--- src/rtl/wait_timer_pkg.sv ---
// package: register map, fields, states and timing for the wait one-shot timer
package wait_timer_pkg;

   // ----------------------------------------------------------------
   // register offsets (byte-wide registers)
   // ----------------------------------------------------------------
   localparam logic [3:0] prio_level_c_offset = 4'h0;
   localparam logic [3:0] port1_map0_offset = 4'h1;
   localparam logic [3:0] timer_control_offset = 4'h2;
   localparam logic [3:0] oneshot_control_offset = 4'h3;
   localparam logic [3:0] irq_control_offset = 4'h4;
   localparam logic [3:0] timer_mode_offset = 4'h5;
   localparam logic [3:0] output_level_offset = 4'h6;
   localparam logic [3:0] wait_period_offset = 4'h7;
   localparam logic [3:0] pulse_width_offset = 4'h8;
   localparam logic [3:0] prescale_offset = 4'h9;

   // ----------------------------------------------------------------
   // field positions
   // ----------------------------------------------------------------
   localparam int count_start_pos = 0;
   localparam int count_status_pos = 1;
   localparam int forced_stop_pos = 2;
   localparam int oneshot_start_pos = 0;
   localparam int oneshot_status_pos = 2;
   localparam int irq_request_pos = 6;
   localparam int irq_enable_pos = 7;
   localparam int pin13_sel_low_pos = 6;
   localparam int pin13_sel_high_pos = 7;
   localparam int op_mode_sel0_pos = 0;
   localparam int op_mode_sel1_pos = 1;
   localparam int output_level_pos = 0;

   // ----------------------------------------------------------------
   // encodings and reset values
   // ----------------------------------------------------------------
   localparam logic [1:0] prio_level_one = 2'h1;
   localparam logic [1:0] pin13_sel_timer = 2'h3;
   localparam logic [1:0] op_mode_wait_oneshot = 2'h3;
   localparam logic [7:0] reg_reset = 8'h00;
   localparam logic [7:0] prescale_reset = 8'h00;

   // ----------------------------------------------------------------
   // timing: start reaches the status flag after a sync delay
   // ----------------------------------------------------------------
   localparam int start_delay_ns = 20;
   localparam int clock_period_ns = 10;
   localparam int start_delay_cycles =
      (start_delay_ns + clock_period_ns - 1) / clock_period_ns;

   // ----------------------------------------------------------------
   // types
   // ----------------------------------------------------------------
   typedef enum logic [1:0] {
      os_idle = 2'b00,
      os_wait = 2'b01,
      os_pulse = 2'b11
   } oneshot_state_type;

   typedef struct packed {
      logic [3:0] addr;
      logic [7:0] wdata;
      logic wr;
      logic rd;
   } reg_req_type;

endpackage

--- src/rtl/wait_oneshot_timer_control.sv ---
// wait one-shot timer: control, status, start, interrupt and pin mapping
//
// Our own choices: the placing of the registers and the strobed register port.
`timescale 1ns/10ps

// Operation
// - two-bit priority field; value 01 selects interrupt level one
// - pin 1.3 carries the timer wave when map bits 7 and 6 both one
// - writing one to control bit 0 requests counting to begin
// - control bit 1 reads count status, following start after a delay
// - one-shot control bit 2 reads one during wait and pulse
// - writing one to one-shot bit 0 launches a one-shot; reads zero
// - interrupt control bit 6 is the request flag; handler clears it
// - both mode select bits one selects programmable wait one-shot mode
// - output level select zero: high in pulse, low at stop and wait
// - writing one to control bit 2 stops counting at once; reads zero
// - interrupt control bit 7 enables the timer interrupt
module wait_oneshot_timer_control (
   // clock and reset
   input wire logic mclk,
   input wire logic rst_n,
   // register port
   input wire wait_timer_pkg::reg_req_type req,
   output logic [7:0] rdata,
   // pin and interrupt
   output logic port1_pin3,
   output logic port1_pin3_oe,
   output logic timer_wave_out,
   output logic irq,
   output logic [1:0] irq_level
);

   // ----------------------------------------------------------------
   // registers
   // ----------------------------------------------------------------
   logic [7:0] prio_reg;
   logic [7:0] port_map_reg;
   logic count_start_reg;
   logic [wait_timer_pkg::start_delay_cycles-1:0] start_pipe_reg;
   logic irq_enable_reg;
   logic irq_flag_reg;
   logic [1:0] mode_reg;
   logic out_level_reg;
   logic [7:0] wait_len_reg;
   logic [7:0] pulse_len_reg;
   logic [7:0] prescale_reg;
   logic [7:0] pre_cnt_reg;
   logic [7:0] cnt_reg;
   logic [7:0] rdata_next;
   wait_timer_pkg::oneshot_state_type state_reg;
   wait_timer_pkg::oneshot_state_type state_next;

   // ----------------------------------------------------------------
   // decode
   // ----------------------------------------------------------------
   function automatic logic wr_at(input wait_timer_pkg::reg_req_type r,
                                  input logic [3:0] off);
      wr_at = r.wr && (r.addr == off);
   endfunction

   function automatic logic [1:0] bit_pair(input logic [7:0] v,
                                           input int hi, input int lo);
      bit_pair = {v[hi], v[lo]};
   endfunction

   wire wr_prio = wr_at(req, wait_timer_pkg::prio_level_c_offset);
   wire wr_map = wr_at(req, wait_timer_pkg::port1_map0_offset);
   wire wr_ctrl = wr_at(req, wait_timer_pkg::timer_control_offset);
   wire wr_os = wr_at(req, wait_timer_pkg::oneshot_control_offset);
   wire wr_irq = wr_at(req, wait_timer_pkg::irq_control_offset);
   wire wr_mode = wr_at(req, wait_timer_pkg::timer_mode_offset);
   wire wr_lvl = wr_at(req, wait_timer_pkg::output_level_offset);
   wire wr_wait = wr_at(req, wait_timer_pkg::wait_period_offset);
   wire wr_pulse = wr_at(req, wait_timer_pkg::pulse_width_offset);
   wire wr_pre = wr_at(req, wait_timer_pkg::prescale_offset);

   wire stop_req = wr_ctrl &&
      req.wdata[wait_timer_pkg::forced_stop_pos];
   wire start_bit = req.wdata[wait_timer_pkg::count_start_pos];
   wire counting = start_pipe_reg[wait_timer_pkg::start_delay_cycles-1];
   wire mode_ok = (mode_reg == wait_timer_pkg::op_mode_wait_oneshot);
   wire os_active = (state_reg != wait_timer_pkg::os_idle);
   // start ignored while a sequence runs
   wire os_launch = wr_os && req.wdata[wait_timer_pkg::oneshot_start_pos] &&
      !os_active && counting && mode_ok;
   // forced stop ends the sequence in the cycle it is written
   wire run = counting && !stop_req;
   wire pre_tick = run && (pre_cnt_reg == 8'h00);
   wire cnt_done = pre_tick && (cnt_reg == 8'h00);
   wire pulse_end = (state_reg == wait_timer_pkg::os_pulse) && cnt_done;
   wire irq_clr = wr_irq && !req.wdata[wait_timer_pkg::irq_request_pos];

   // ----------------------------------------------------------------
   // one-shot sequencer
   // ----------------------------------------------------------------
   always_comb begin
      state_next = state_reg;
      case (state_reg)
         wait_timer_pkg::os_idle: begin
            if (os_launch) begin
               state_next = wait_timer_pkg::os_wait;
            end
         end
         wait_timer_pkg::os_wait: begin
            if (cnt_done) begin
               state_next = wait_timer_pkg::os_pulse;
            end
         end
         wait_timer_pkg::os_pulse: begin
            if (cnt_done) begin
               state_next = wait_timer_pkg::os_idle;
            end
         end
         default: begin
            state_next = wait_timer_pkg::os_idle;
         end
      endcase
      if (!run) begin
         state_next = wait_timer_pkg::os_idle;
      end
   end

   always_ff @(posedge mclk or negedge rst_n) begin
      if (!rst_n) begin
         state_reg <= wait_timer_pkg::os_idle;
      end else begin
         state_reg <= state_next;
      end
   end

   // ----------------------------------------------------------------
   // prescaler and wait/pulse counter
   // ----------------------------------------------------------------
   // prescaler reloads while idle so a launch starts a full tick
   always_ff @(posedge mclk or negedge rst_n) begin
      if (!rst_n) begin
         pre_cnt_reg <= wait_timer_pkg::prescale_reset;
      end else if (os_launch || !os_active || pre_tick) begin
         pre_cnt_reg <= prescale_reg;
      end else begin
         pre_cnt_reg <= pre_cnt_reg - 8'h01;
      end
   end

   // wait length on launch, pulse length on each underflow
   always_ff @(posedge mclk or negedge rst_n) begin
      if (!rst_n) begin
         cnt_reg <= wait_timer_pkg::reg_reset;
      end else if (os_launch) begin
         cnt_reg <= wait_len_reg;
      end else if (cnt_done) begin
         cnt_reg <= pulse_len_reg;
      end else if (pre_tick) begin
         cnt_reg <= cnt_reg - 8'h01;
      end
   end

   // ----------------------------------------------------------------
   // count start and status
   // ----------------------------------------------------------------
   // stop wins over a start written in the same cycle
   always_ff @(posedge mclk or negedge rst_n) begin
      if (!rst_n) begin
         count_start_reg <= 1'b0;
      end else if (stop_req) begin
         count_start_reg <= 1'b0;
      end else if (wr_ctrl) begin
         count_start_reg <= start_bit;
      end
   end

   // start reaches the status flag after the pipe delay
   always_ff @(posedge mclk or negedge rst_n) begin
      if (!rst_n) begin
         start_pipe_reg <= '0;
      end else if (stop_req) begin
         start_pipe_reg <= '0;
      end else begin
         start_pipe_reg <=
            {start_pipe_reg[wait_timer_pkg::start_delay_cycles-2:0],
             count_start_reg};
      end
   end

   // ----------------------------------------------------------------
   // software registers
   // ----------------------------------------------------------------
   always_ff @(posedge mclk or negedge rst_n) begin
      if (!rst_n) begin
         prio_reg <= wait_timer_pkg::reg_reset;
      end else if (wr_prio) begin
         prio_reg <= req.wdata;
      end
   end

   always_ff @(posedge mclk or negedge rst_n) begin
      if (!rst_n) begin
         port_map_reg <= wait_timer_pkg::reg_reset;
      end else if (wr_map) begin
         port_map_reg <= req.wdata;
      end
   end

   // ----------------------------------------------------------------
   // mode and output level
   // ----------------------------------------------------------------
   always_ff @(posedge mclk or negedge rst_n) begin
      if (!rst_n) begin
         mode_reg <= 2'h0;
      end else if (wr_mode) begin
         mode_reg <= bit_pair(req.wdata, wait_timer_pkg::op_mode_sel1_pos,
                            wait_timer_pkg::op_mode_sel0_pos);
      end
   end

   always_ff @(posedge mclk or negedge rst_n) begin
      if (!rst_n) begin
         out_level_reg <= 1'b0;
      end else if (wr_lvl) begin
         out_level_reg <= req.wdata[wait_timer_pkg::output_level_pos];
      end
   end

   // ----------------------------------------------------------------
   // timing registers
   // ----------------------------------------------------------------
   always_ff @(posedge mclk or negedge rst_n) begin
      if (!rst_n) begin
         wait_len_reg <= wait_timer_pkg::reg_reset;
      end else if (wr_wait) begin
         wait_len_reg <= req.wdata;
      end
   end

   always_ff @(posedge mclk or negedge rst_n) begin
      if (!rst_n) begin
         pulse_len_reg <= wait_timer_pkg::reg_reset;
      end else if (wr_pulse) begin
         pulse_len_reg <= req.wdata;
      end
   end

   always_ff @(posedge mclk or negedge rst_n) begin
      if (!rst_n) begin
         prescale_reg <= wait_timer_pkg::prescale_reset;
      end else if (wr_pre) begin
         prescale_reg <= req.wdata;
      end
   end

   // ----------------------------------------------------------------
   // interrupt enable and request flag
   // ----------------------------------------------------------------
   always_ff @(posedge mclk or negedge rst_n) begin
      if (!rst_n) begin
         irq_enable_reg <= 1'b0;
      end else if (wr_irq) begin
         irq_enable_reg <= req.wdata[wait_timer_pkg::irq_enable_pos];
      end
   end

   // set wins over a clear in the same cycle
   always_ff @(posedge mclk or negedge rst_n) begin
      if (!rst_n) begin
         irq_flag_reg <= 1'b0;
      end else if (pulse_end) begin
         irq_flag_reg <= 1'b1;
      end else if (irq_clr) begin
         irq_flag_reg <= 1'b0;
      end
   end

   // ----------------------------------------------------------------
   // read mux
   // ----------------------------------------------------------------
   always_comb begin
      rdata_next = 8'h00;
      if (req.rd) begin
         case (req.addr)
            wait_timer_pkg::prio_level_c_offset: rdata_next = prio_reg;
            wait_timer_pkg::port1_map0_offset: rdata_next = port_map_reg;
            wait_timer_pkg::timer_control_offset: begin
               rdata_next[wait_timer_pkg::count_start_pos] = count_start_reg;
               rdata_next[wait_timer_pkg::count_status_pos] = counting;
               // stop bit has no storage and reads zero
            end
            wait_timer_pkg::oneshot_control_offset: begin
               rdata_next[wait_timer_pkg::oneshot_status_pos] =
                  os_active;
               // start bit has no storage and reads zero
            end
            wait_timer_pkg::irq_control_offset: begin
               rdata_next[wait_timer_pkg::irq_enable_pos] = irq_enable_reg;
               rdata_next[wait_timer_pkg::irq_request_pos] = irq_flag_reg;
            end
            wait_timer_pkg::timer_mode_offset: rdata_next[1:0] = mode_reg;
            wait_timer_pkg::output_level_offset: begin
               rdata_next[wait_timer_pkg::output_level_pos] = out_level_reg;
            end
            wait_timer_pkg::wait_period_offset: rdata_next = wait_len_reg;
            wait_timer_pkg::pulse_width_offset: rdata_next = pulse_len_reg;
            wait_timer_pkg::prescale_offset: rdata_next = prescale_reg;
            default: begin
               rdata_next = 8'h00;
            end
         endcase
      end
   end

   // ----------------------------------------------------------------
   // outputs
   // ----------------------------------------------------------------
   // pin follows the wave only while both select bits are set
   wire pin_mapped = (bit_pair(port_map_reg,
      wait_timer_pkg::pin13_sel_high_pos,
      wait_timer_pkg::pin13_sel_low_pos) ==
      wait_timer_pkg::pin13_sel_timer);
   // level select inverts; zero gives high pulse, low otherwise
   wire wave_next = (state_next == wait_timer_pkg::os_pulse) ^
      out_level_reg;

   always_ff @(posedge mclk or negedge rst_n) begin
      if (!rst_n) begin
         timer_wave_out <= 1'b0;
      end else begin
         timer_wave_out <= wave_next;
      end
   end

   // ----------------------------------------------------------------
   // read data
   // ----------------------------------------------------------------
   always_ff @(posedge mclk or negedge rst_n) begin
      if (!rst_n) begin
         rdata <= 8'h00;
      end else begin
         rdata <= rdata_next;
      end
   end

   assign port1_pin3 = pin_mapped & timer_wave_out;
   assign port1_pin3_oe = pin_mapped;
   // level request while flag and enable are both set
   assign irq = irq_flag_reg & irq_enable_reg;
   assign irq_level = prio_reg[1:0];

endmodule

--- config.mk ---
export PLATFORM = sky130hd
export DESIGN_NAME = wait_oneshot_timer_control
export DESIGN_NICKNAME = d
export VERILOG_FILES = /design/src/rtl/wait_timer_pkg.sv /design/src/rtl/wait_oneshot_timer_control.sv
export SDC_FILE = /design/constraint.sdc
export NUM_CORES = 1
export LEC_CHECK = 0
export BUFFER_PORTS_ARGS = -buffer_cell sky130_fd_sc_hd__buf_2
export CORE_AREA = 2 2 98 100
export DETAILED_ROUTE_END_ITERATION = 8
export DIE_AREA = 0 0 100 102
export GPL_TIMING_DRIVEN = 0
export PLACE_DENSITY = 0.63
export SETUP_SLACK_MARGIN = 0.2
export SKIP_LAST_GASP = 1
export SLEW_MARGIN = 20
export SYNTH_ARGS = -nofsm -noshare
export SYNTH_HDL_FRONTEND = slang
export SYNTH_SLANG_ARGS = --single-unit
--- constraint.sdc ---
create_clock -name mclk -period 5.7 [get_ports mclk]
set_input_delay 0.57 -clock mclk [delete_from_list [all_inputs] [get_ports mclk]]
set_output_delay 0.57 -clock mclk [all_outputs]
set_load 0.02 [all_outputs]
-- After elaboration in Yosys (flattened, before gate mapping)
Index checks and enable logic that the tools add are counted.
- muxes and demuxes: 20
- bitwise logic cells: 3
- eq/ne operators: 14
- $add $sub $neg: 2
- reductions and logical operators: 33
- operators with widths (cell ; number):
    2-to-1 mux 8 bit ; 5
    logical AND 1 bit ; 20
    equality test 4 x 3 -> 1 bit, second input constant ; 4
    zero test 8 bit ; 2
    subtractor 8 x 1 -> 8 bit, second input constant ; 2
    case mux 3 bit (5 select lines) ; 1
    case mux 2 bit (6 select lines) ; 1
    2-to-1 mux 2 bit ; 5
    equality test 2 bit, second input constant ; 4
    equality test 4 x 2 -> 1 bit, second input constant ; 2
    equality test 4 bit, second input constant ; 2
    case mux 1 bit (8 select lines) ; 1
    case mux 1 bit (7 select lines) ; 1
    case mux 1 bit (6 select lines) ; 1
    case mux 2 bit (3 select lines) ; 1
    nonzero test 2 bit ; 3
    equality test 4 x 1 -> 1 bit, second input constant ; 1
    zero test 4 bit ; 1
    2-to-1 mux 1 bit ; 4
    zero test 1 bit ; 3
    nonzero test 3 bit ; 1
    bitwise AND 1 bit ; 2
    equality test 2 x 1 -> 1 bit, second input constant ; 1
    zero test 2 bit ; 1
    other kinds (2) ; 3
- output and inout bits: 14
- input port bits: 16
- word-level logic and storage cells: 88
- bits in registers: 75

-- Depth between registers and ports, before layout
Gate-level depths: netlist of run 1.
- word-level depth: 12
- mapped depth: 8
- gate-level depth less buffers: 7

-- Worst setup path before layout of run 1
No wires, ideal clock.
- kind: register -> register
- start: reg pre_cnt_reg[2]
- end: reg timer_wave_out
- stages on the path, launching flop included: 6
- clock period less this slack: 2175 ps
- data required time: 5577 ps
- data arrival time: 2052 ps
- path buffers: 0
- setup time: 123 ps
- setup slack: 3525 ps
- cells stage by stage: dfrtp_1 > or4_4 > a2111o_1 > o21a_1 > o2111a_1 > xor2_1
- cells in the longest elaborated chain, start to end: 8
- elaborated cells on any way between the ends: 9
- classes of those cells: 1 x eq/ne; 4 x mux; 1 x bitwise; 3 x reduce/logical
- ends and longest elaborated chain (what ; RTL line ; source):
    from (decl) ; wait_oneshot_timer_control.sv:47 ; logic [7:0] pre_cnt_reg;
    from (signal assigned) ; wait_oneshot_timer_control.sv:137 ; pre_cnt_reg <= wait_timer_pkg::prescale_reset;
    from (signal assigned) ; wait_oneshot_timer_control.sv:139 ; pre_cnt_reg <= prescale_reg;
    from (signal assigned) ; wait_oneshot_timer_control.sv:141 ; pre_cnt_reg <= pre_cnt_reg - 8'h01;
    zero test 8 bit * ; wait_oneshot_timer_control.sv:88 ; wire pre_tick = run && (pre_cnt_reg == 8'h00);
    logical AND 1 bit * ; wait_oneshot_timer_control.sv:88 ;
    logical AND 1 bit * ; wait_oneshot_timer_control.sv:89 ; wire cnt_done = pre_tick && (cnt_reg == 8'h00);
    2-to-1 mux 2 bit (on tied branches) ; wait_oneshot_timer_control.sv:110, wait_oneshot_timer_control.sv:105 ;
    case mux 2 bit (3 select lines) * ; wait_oneshot_timer_control.sv:98 ; case (state_reg)
    2-to-1 mux 2 bit * ; wait_oneshot_timer_control.sv:118 ; if (!run) begin
    via state_next[1] ; wait_oneshot_timer_control.sv:51 ; wait_timer_pkg::oneshot_state_type state_next;
    equality test 2 bit * ; wait_oneshot_timer_control.sv:319 ; wire wave_next = (state_next == wait_timer_pkg::os_pulse) ^
    XOR 1 bit * ; wait_oneshot_timer_control.sv:319 ;
    via wave_next ; wait_oneshot_timer_control.sv:319 ;
    to (signal assigned) ; wait_oneshot_timer_control.sv:326 ; timer_wave_out <= wave_next;
    to (decl) ; wait_oneshot_timer_control.sv:28 ; output logic timer_wave_out,
Mark *: on every way through the listed nets, which the timed path passes. The rest lies on a longest branch.
A chain may end at the register's enable or synchronous reset.

-- Worst setup path in the final report of run 1
- start: in req[12] (netlist name)
- end: reg wait_len_reg[1]
- cells in the longest elaborated chain, start to end: 2
- ends and longest elaborated chain (what ; RTL line ; source):
    from (decl) ; wait_oneshot_timer_control.sv:23 ; input wire wait_timer_pkg::reg_req_type req,
    equality test 4 x 3 -> 1 bit ; wait_oneshot_timer_control.sv:58 ; wr_at = r.wr && (r.addr == off);
    logical AND 1 bit ; wait_oneshot_timer_control.sv:58 ;
    to (signal assigned) ; wait_oneshot_timer_control.sv:229 ; wait_len_reg <= wait_timer_pkg::reg_reset;
    to (signal assigned) ; wait_oneshot_timer_control.sv:231 ; wait_len_reg <= req.wdata;
    to (decl) ; wait_oneshot_timer_control.sv:44 ; logic [7:0] wait_len_reg;
No other way between the ends.

==> flow_metrics.py, run 1 <==
metrics = {
    "setup_path": {
        "cp_data_required_time_ns": 5.92,
        "path_cells": "clkbuf_1 -> nor2b_1 -> nor2b_1 -> clkbuf_1 -> nand2_1 -> mux2_2",
        "cp_slowest_cell": "nor2b_1",
        "ff2ff_path_depth": 5,
        "r2r_slack_ns": 3.11,
        "cp_top_family": "simple AND/OR/NAND/NOR gates",
        "r2r-start": "cnt_reg[4]",
        "crit_buf_inv": 2,
        "critPathKind": "in2reg",
        "max_stage_delay_ns": 0.53,
        "worstPathArrival_ns": 2.86,
        "endpoint_kind": "register",
        "start_kind": "input port",
        "crit_fanout": 9,
        "worstReg2RegEnd": "timer_wave_out",
    },
    "finish": {
        "finalNetCount": 388,
        "final_cell_mix": "dfrtp_1, mux2_2, nand2_1",
        "multi_input_area_sq_um": 1770,
        "drive_above_1_share_pct": 28.4,
        "final_core_util_pct": 46.5,
        "finalNonFillerCells": 484,
        "final_common_cell": "dfrtp_1",
        "syn_to_final_growth_pct": 13.3,
        "antennaDiodeCount": 0,
        "fillers": 872,
        "register_area_sq_um": 1880,
    },
    "outcome": {
        "status": "complete, no violations",
    },
    "routing": {
        "antenna_left": 0,
        "routedWlPerCell_um": 19.3,
        "wirelength_mm": 9.34,
        "routed_via_density": 5.73,
        "dr.pass1.iters": 5,
        "vias": 2772,
        "drt_iter0_markers": 214,
        "drc": 0,
    },
    "logic_synthesis": {
        "synthesis.area_sq_um": 3730,
        "synth_edf_count": 0,
        "synthCells": 329,
        "syn-mean-instance-area_sq_um": 11.3,
        "yosysSeqAreaShare_pct": 50.3,
        "ys.flop_type": "dfrtp_1",
        "synth.ff_latch_count": 75,
        "syn_nets": 349,
        "async_flop_share_pct": 100,
        "yosys_warnings": 0,
        "yosysUniqueCellTypes": 52,
    },
    "power_and_ir_drop": {
        "vdd_drop_max_uv": 124,
        "powerDensity_nw_per_um2": 370,
        "p_leak_nw": 1.87,
    },
    "clocking": {
        "cts_resized": 0,
        "cts-hold-fix-buffers": 0,
        "numCtsBuffers": 9,
        "root_buffer": "clkbuf_8",
        "cts_setup_buffers": 0,
        "worst_skew_pair.late_latency_ns": 0.35,
        "cts.sinks": 75,
        "cts_tree": "built",
        "path_clk_slew_ns": 0.08,
        "clock_path_buffers": 2,
        "htreeDepth": 3,
    },
    "global_route": {
        "track_usage_pct": 19.3,
        "use_met3_pct": 2.94,
        "grt_util_met1_pct": 25.8,
        "antenna_found_initial": 0,
        "grt_pass1_vias": 2770,
        "grt.overflow.total": 0,
        "gr-usage-met2_pct": 31.6,
        "busiest_layer": "met2",
        "grt_pass1_wl_mm": 14.9,
        "grt_max_degree": 48,
    },
    "floorplan": {
        "pin_count": 30,
        "die_x_um": 100,
        "die_area_sq_um": 10200,
        "rows": 35,
        "die_y_um": 102,
        "core-area_sq_um": 9110,
        "initial_core_util_pct": 41.0,
    },
    "placed_design": {
        "dpl.cell_count": 468,
        "dp_hpwl_mm": 6.57,
        "portBuffers": 27,
        "place.gp.congestion": 0.922,
    },
    "timing": {
        "finalClockSkew_ns": 0.00908,
        "worst_pin_slew_ns": 1.04,
        "finalSetupTns_ns": 0,
        "rsz0062_at_grt": "no",
        "slew_headroom_pct": 29.7,
        "period_share_pct": 46.2,
        "fmax_mhz": 380,
        "setup_violations": 0,
        "hold_violations": 0,
        "slew_viol_final": 0,
        "fin_crit_ns": 2.63,
    },
    "min_path": {
        "hold_class": "in2async",
    },
    "flow_run": {
        "drv_cap": 0,
    },
}
==> cell type report <==
class                           instances  share of cell area [%]
Tap cell                              111                    3.28
Clock inverter                          5                    1.24
Sequential cell                        75                    44.4
Buffer                                 13                    1.36
Inverter                                7                   0.621
Clock buffer                           11                    3.34
Timing Repair Buffer                   28                    3.90
Multi-Input combinational cell        234                    41.9
==> metrics by stage <==
step,power [mW],hold WS [ns],setup WS (ns),cell area (sq um)
after global routing,1.65,0.174,2.94,4230
after detailed placement,1.16,0.435,2.78,4040
after global placement,1.14,0.431,2.80,4010
final,1.56,0.151,3.07,4230
after CTS,1.57,0.154,3.11,4230
after floorplan,1.04,0.274,3.52,3730
==> power by group <==
| group | total [mW] | internal (mW) | switching, mW |
|---|---|---|---|
| sequential | 0.745 | 0.645 | 0.101 |
| clock | 0.408 | 0.212 | 0.195 |
| combinational | 0.411 | 0.206 | 0.205 |
==> cells in the mapped netlist, types with 3 or more instances <==
master    number  share of area [%]
and3_1         3               0.50
inv_1          7               0.70
dfrtp_1       75                 50
a21oi_1       10                1.3
nor3_1         8                1.1
a21boi_0       3               0.60
nor2b_1       11                1.8
ha_1           4                1.3
a221oi_1       3               0.70
nor4_1         3               0.50
and2_1         5               0.84
nand2_1       32                3.2
nor3b_1        3               0.60
clkbuf_1       6               0.60
o21ai_0       17                2.3
o211ai_1       4               0.80
mux2i_1        6                1.6
mux2_2        53                 16
nand3_1        7               0.94
buf_1          4               0.40
a31oi_1        4               0.67
xnor2_1        7                1.6
nor2_1        16                1.6
==> kinds of logic (layout without fill, tap and decap cells) <==
family | Yosys count | in the layout | synth area share (%)
mux | 61 | 61 | 18.8
flops | 75 | 75 | 50.3
simple gates | 99 | 99 | 13.6
compound gates | 61 | 61 | 11.6
buf+inv | 20 | 64 | 2.25
xor+xnor | 9 | 9 | 2.11
fa+ha+maj | 4 | 4 | 1.34
==> metal layers <==
layer  wire length (um)  share of wire [%]
met1               4130                 44
met2               4450                 48
met4                282                3.0
met5                  0                  0
met3                472                5.1
==> worst max path at each step <==
stage / from / end / cells after the start
after floorplan: pre_cnt_reg[2] / timer_wave_out / 5
after global placement: req[12] / wait_len_reg[1] / 6
after detailed placement: req[12] / wait_len_reg[0] / 6
after CTS: req[12] / wait_len_reg[1] / 6
after global routing: cnt_reg[5] / timer_wave_out / 5
final: req[12] / wait_len_reg[1] / 6
Note: power is estimated with default switching activity, not from simulation.
==> run 2, diff against run 1 <==
ABC_AREA = 1   (was default)
clock period = 2.75 ns   (was 5.7 ns; I/O delays follow)
==> flow_metrics.py, run 2 <==
metrics = {
    "outcome": {
        "status": "complete, no violations",
    },
    "timing": {
        "finalSetupTns_ns": 0,
        "slew_headroom_pct": 72.8,
        "period_share_pct": 68.2,
        "setup_violations": 0,
        "post-route-worst-setup-slack_ns": 0.876,
        "fin_crit_ns": 1.87,
        "hold_violations": 0,
        "slew_viol_final": 0,
        "fmax_mhz": 533,
        "finalClockSkew_ns": 0.00825,
        "rsz0062_at_grt": "no",
        "worst_pin_slew_ns": 0.407,
        "hold_ws_ns": 0.139,
    },
    "global_route": {
        "grt_max_degree": 48,
        "grt.overflow.total": 0,
        "track_usage_pct": 19.7,
        "grt_pass1_wl_mm": 15.3,
        "grt_pass1_vias": 3094,
        "antenna_found_initial": 0,
    },
    "logic_synthesis": {
        "yosys_warnings": 0,
        "synth.area.top_cells": "dfrtp_1, nand2_1, o21ai_0",
        "yosysTopAreaCell": "dfrtp_1",
        "synth.ff_latch_count": 75,
        "synth.most_common_cell": "nand2_1",
        "synth_top_area_share_pct": 50.1,
        "yosysSeqAreaShare_pct": 50.1,
        "synthCells": 456,
        "ys_top_cells_by_count": "nand2_1, dfrtp_1, o21ai_0",
        "syn_nets": 476,
        "yosysUniqueCellTypes": 34,
        "syn-mean-instance-area_sq_um": 8.21,
        "synthesis.area_sq_um": 3740,
        "async_flop_share_pct": 100,
        "ys.flop_type": "dfrtp_1",
        "synth_edf_count": 0,
    },
    "routing": {
        "dr.pass1.iters": 5,
        "drt_iter0_markers": 199,
        "antenna_left": 0,
        "drc": 0,
        "routed_via_density": 5.07,
        "wirelength_mm": 9.31,
        "vias": 3109,
        "routedWlPerCell_um": 15.2,
    },
    "setup_path": {
        "r2r_slack_ns": 0.88,
        "start_kind": "register",
        "crit_fanout": 10,
        "critPathKind": "reg2reg",
        "cp_data_required_time_ns": 3.02,
        "endpoint_kind": "register",
        "worstPathArrival_ns": 2.15,
    },
    "floorplan": {
        "core-area_sq_um": 9110,
        "die_y_um": 102,
        "die_x_um": 100,
        "die_area_sq_um": 10200,
        "pin_count": 30,
        "initial_core_util_pct": 41.1,
        "rows": 35,
    },
    "clocking": {
        "clock_path_buffers": 2,
        "path_clk_slew_ns": 0.08,
        "cts_tree": "built",
        "numCtsBuffers": 9,
        "worst_skew_pair.late_latency_ns": 0.35,
        "cts.sinks": 75,
        "cts_setup_buffers": 0,
        "root_buffer": "clkbuf_8",
        "htreeDepth": 3,
    },
    "power_and_ir_drop": {
        "vdd_drop_max_uv": 296,
        "p_leak_nw": 2.15,
        "powerDensity_nw_per_um2": 769,
        "power_mw": 3.29,
    },
    "min_path": {
        "hold_class": "in2reg",
    },
    "finish": {
        "drive_above_1_share_pct": 16.5,
        "register_area_sq_um": 1880,
        "syn_to_final_growth_pct": 14.4,
        "final_cell_mix": "nand2_1, dfrtp_1, o21ai_0",
        "design_area_sq_um": 4280,
        "finalNonFillerCells": 613,
        "antennaDiodeCount": 0,
        "finalNetCount": 518,
        "final_core_util_pct": 47.0,
        "multi_input_area_sq_um": 1590,
        "fillers": 918,
        "final_common_cell": "nand2_1",
    },
    "flow_run": {
        "drv_cap": 0,
    },
    "placed_design": {
        "portBuffers": 29,
        "dpl.cell_count": 597,
        "preCtsSetupSlack_ns": 0.893,
        "dp_hpwl_mm": 6.99,
        "place.gp.congestion": 0.905,
        "place_area_sq_um": 4060,
    },
}
## run 2: repair_timing
item,4_1_cts,5_1_grt
hold buffers,1,0
hold endpoints to repair,28,0
resized for setup,0,0
endpoints found under the setup margin,0,0
## run 2: layer usage
layer  share of wire [%]  wire, um  vias up  global-route usage (%)
li1                    -         -     1553                       -
met1                  47      4420     1483                    26.2
met2                  48      4430       59                    31.3
met3                 3.0       283       14                    4.38
met4                 1.9       176        0                    8.32
met5                   0         0        -                       0
## run 2: cells by family (layout without fill, tap and decap cells)
logic type                 Yosys count  after routing  share of synthesized area, %
AOI/OAI and AO/OA                   92             92                          13.4
DFF                                 75             75                          50.1
and+or+nand+nor                    216            216                          25.5
buffers and inverters               60            106                          7.49
xor gates and xnor gates             9              9                          2.11
adders and majority gates            4              4                          1.34
## run 2: path summary, 6_finish.rpt
kind / from / endpoint / depth (start not counted)
max in group asynchronous: rst_n / prescale_reg[7] / 3
worst min-delay path: req[4] / count_start_reg / 2
worst max register to register: pre_cnt_reg[0] / cnt_reg[0] / 9
worst min register to register: start_pipe_reg[0] / start_pipe_reg[1] / 2
worst max-delay path: pre_cnt_reg[0] / cnt_reg[0] / 9
min in group asynchronous: rst_n / rdata[6] / 2
## run 2: power breakdown
group | internal, mW | leakage [nW] | switching [mW] | total (mW)
combinational | 0.346 | 1.07 | 0.488 | 0.835
clock | 0.533 | 0.110 | 0.413 | 0.947
sequential | 1.32 | 0.970 | 0.192 | 1.51
## run 2: final cells by class
type / instances / share of cell area (%)
Sequential cell: 75 / 43.8
Multi-Input combinational cell: 321 / 37.0
Timing Repair Buffer: 31 / 4.32
Inverter: 49 / 4.29
Clock buffer: 11 / 3.30
Tap cell: 111 / 3.24
Buffer: 11 / 2.25
Clock inverter: 4 / 1.72
## run 2: critical path: stages (launching register included)
cell and delay [ns]:
dfrtp_1 0.40, inv_1 0.12, ha_1 0.17, nand3_1 0.10, nor2_2 0.24, nand3_2 0.13, clkbuf_8 0.20, nor2_4 0.18
o21ai_0 0.12, o21bai_1 0.14
==> run 3, diff against run 2 <==
clock period = 1.9 ns   (was 2.75 ns; I/O delays follow)
==> flow_metrics.py, run 3 (synthesis gave the netlist of run 2 again) <==
metrics = {
    "outcome": {
        "status": "complete, no violations",
    },
    "clocking": {
        "clock_path_buffers": 2,
        "cts.sinks": 75,
        "cts_tree": "built",
        "worst_skew_pair.late_latency_ns": 0.36,
        "htreeDepth": 3,
        "root_buffer": "clkbuf_8",
        "numCtsBuffers": 9,
        "path_clk_slew_ns": 0.08,
    },
    "global_route": {
        "grt_max_degree": 48,
        "grt.overflow.total": 0,
        "grt_pass1_wl_mm": 15.4,
        "grt_pass1_vias": 3126,
        "antenna_found_initial": 0,
        "track_usage_pct": 19.9,
    },
    "floorplan": {
        "die_x_um": 100,
        "die_area_sq_um": 10200,
        "die_y_um": 102,
        "core-area_sq_um": 9110,
        "initial_core_util_pct": 41.1,
        "rows": 35,
        "pin_count": 30,
    },
    "placed_design": {
        "dp_hpwl_mm": 6.99,
        "dpl.cell_count": 597,
        "portBuffers": 29,
        "place_area_sq_um": 4060,
        "place.gp.congestion": 0.905,
    },
    "finish": {
        "design_area_sq_um": 4430,
        "finalNonFillerCells": 622,
        "final_core_util_pct": 48.6,
        "final_cell_mix": "nand2_1, dfrtp_1, o21ai_0",
        "antennaDiodeCount": 0,
        "syn_to_final_growth_pct": 18.2,
        "final_common_cell": "nand2_1",
        "drive_above_1_share_pct": 19.6,
        "finalNetCount": 527,
    },
    "timing": {
        "finalSetupTns_ns": 0,
        "slew_viol_final": 0,
        "slew_headroom_pct": 73.3,
        "finalClockSkew_ns": 0.00885,
        "hold_ws_ns": 0.0484,
        "fin_crit_ns": 1.64,
        "rsz0062_at_grt": "yes",
        "period_share_pct": 86.3,
        "setup_violations": 0,
        "hold_violations": 0,
        "fmax_mhz": 610,
        "worst_pin_slew_ns": 0.400,
    },
    "setup_path": {
        "r2r-start": "pre_cnt_reg[1]",
        "critPathKind": "reg2reg",
        "cp_data_required_time_ns": 2.15,
        "crit_fanout": 7,
        "endpoint_kind": "register",
        "startpoint": "pre_cnt_reg[1]",
        "cp-endpoint": "timer_wave_out",
        "worstReg2RegEnd": "timer_wave_out",
        "r2r_slack_ns": 0.26,
        "worstPathArrival_ns": 1.89,
        "ff2ff_path_depth": 10,
        "start_kind": "register",
    },
    "routing": {
        "dr.pass1.iters": 6,
        "vias": 3201,
        "routed_via_density": 5.15,
        "wirelength_mm": 9.59,
        "drc": 0,
        "antenna_left": 0,
        "drt_iter0_markers": 237,
        "routedWlPerCell_um": 15.4,
    },
    "power_and_ir_drop": {
        "p_leak_nw": 2.20,
        "powerDensity_nw_per_um2": 1110,
        "vdd_drop_max_uv": 437,
    },
    "min_path": {
        "hold_class": "in2reg",
    },
    "flow_run": {
        "drv_cap": 0,
    },
}
## run 3: changes by cell type in the layout (fill, tap and decap cells not counted), sizes merged
cell,delta
clkbuf,-1
buf,+10
## run 3: area by class of cell
type	count	area (sq um)
fill	900	4680
sequential	75	1880
multi-input combinational	321	1650
timing repair buffer	40	260
inverter	49	184
clock buffer	11	141
tap	111	139
buffer	11	97.6
clock inverter	4	73.8
## run 3: critical path, cell delays in order, from the launching register on
cell     delay (ns)
dfrtp_1        0.39
inv_2          0.09
ha_4           0.14
nand3_4        0.06
nor2_4         0.19
nand3_4        0.10
buf_6          0.14
nor2_4         0.18
nand2_2        0.11
nand4_1        0.08
nand2_1        0.06
## run 3: report_power, final
part	leakage (nW)	internal (mW)	switching [mW]
registers	0.970	1.91	0.278
clock network	0.110	0.772	0.605
logic	1.12	0.566	0.787
total	2.20	3.25	1.67
## run 3: worst min-delay path by stage
| stage | start | end | slack, ns | cells after the start |
|---|---|---|---|---|
| 4_1_cts | req[4] | count_start_reg | 0.04 | 2 |
| 3_3_place_gp | start_pipe_reg[0] | start_pipe_reg[1] | 0.42 | 2 |
| 3_5_place_dp | rst_n | rdata[6] | 0.15 | 1 |
| 2_1_floorplan | rst_n | cnt_reg[0] | -0.11 | 0 |
| 6_report | req[4] | count_start_reg | 0.05 | 2 |
| 5_1_grt | req[4] | count_start_reg | 0.06 | 2 |
## run 3: metal layers
layer | vias to the layer above | track usage [%] | share of wire, % | wire (um)
li1 | 1576 | - | - | -
met1 | 1541 | 26.3 | 46 | 4450
met2 | 67 | 31.9 | 47 | 4550
met3 | 17 | 4.38 | 4.3 | 412
met4 | 0 | 8.32 | 1.8 | 177
met5 | - | 0 | 0 | 0
## run 3: what timing repair did
action                                 4_1_cts  5_1_grt
setup buffers                                6        3
pin swaps                                    3       10
setup endpoints to repair                   18       15
hold buffers                                 1        0
resized for setup                            8       12
endpoints found under the hold margin       28        0
## run 3: stage by stage
stage / power, mW / setup WS (ns)
floorplan: 3.07 / 0.371
global placement: 3.38 / 0.114
detailed placement: 3.43 / 0.0430
CTS: 4.83 / 0.186
global route: 5.24 / 0.160
finish: 4.92 / 0.260
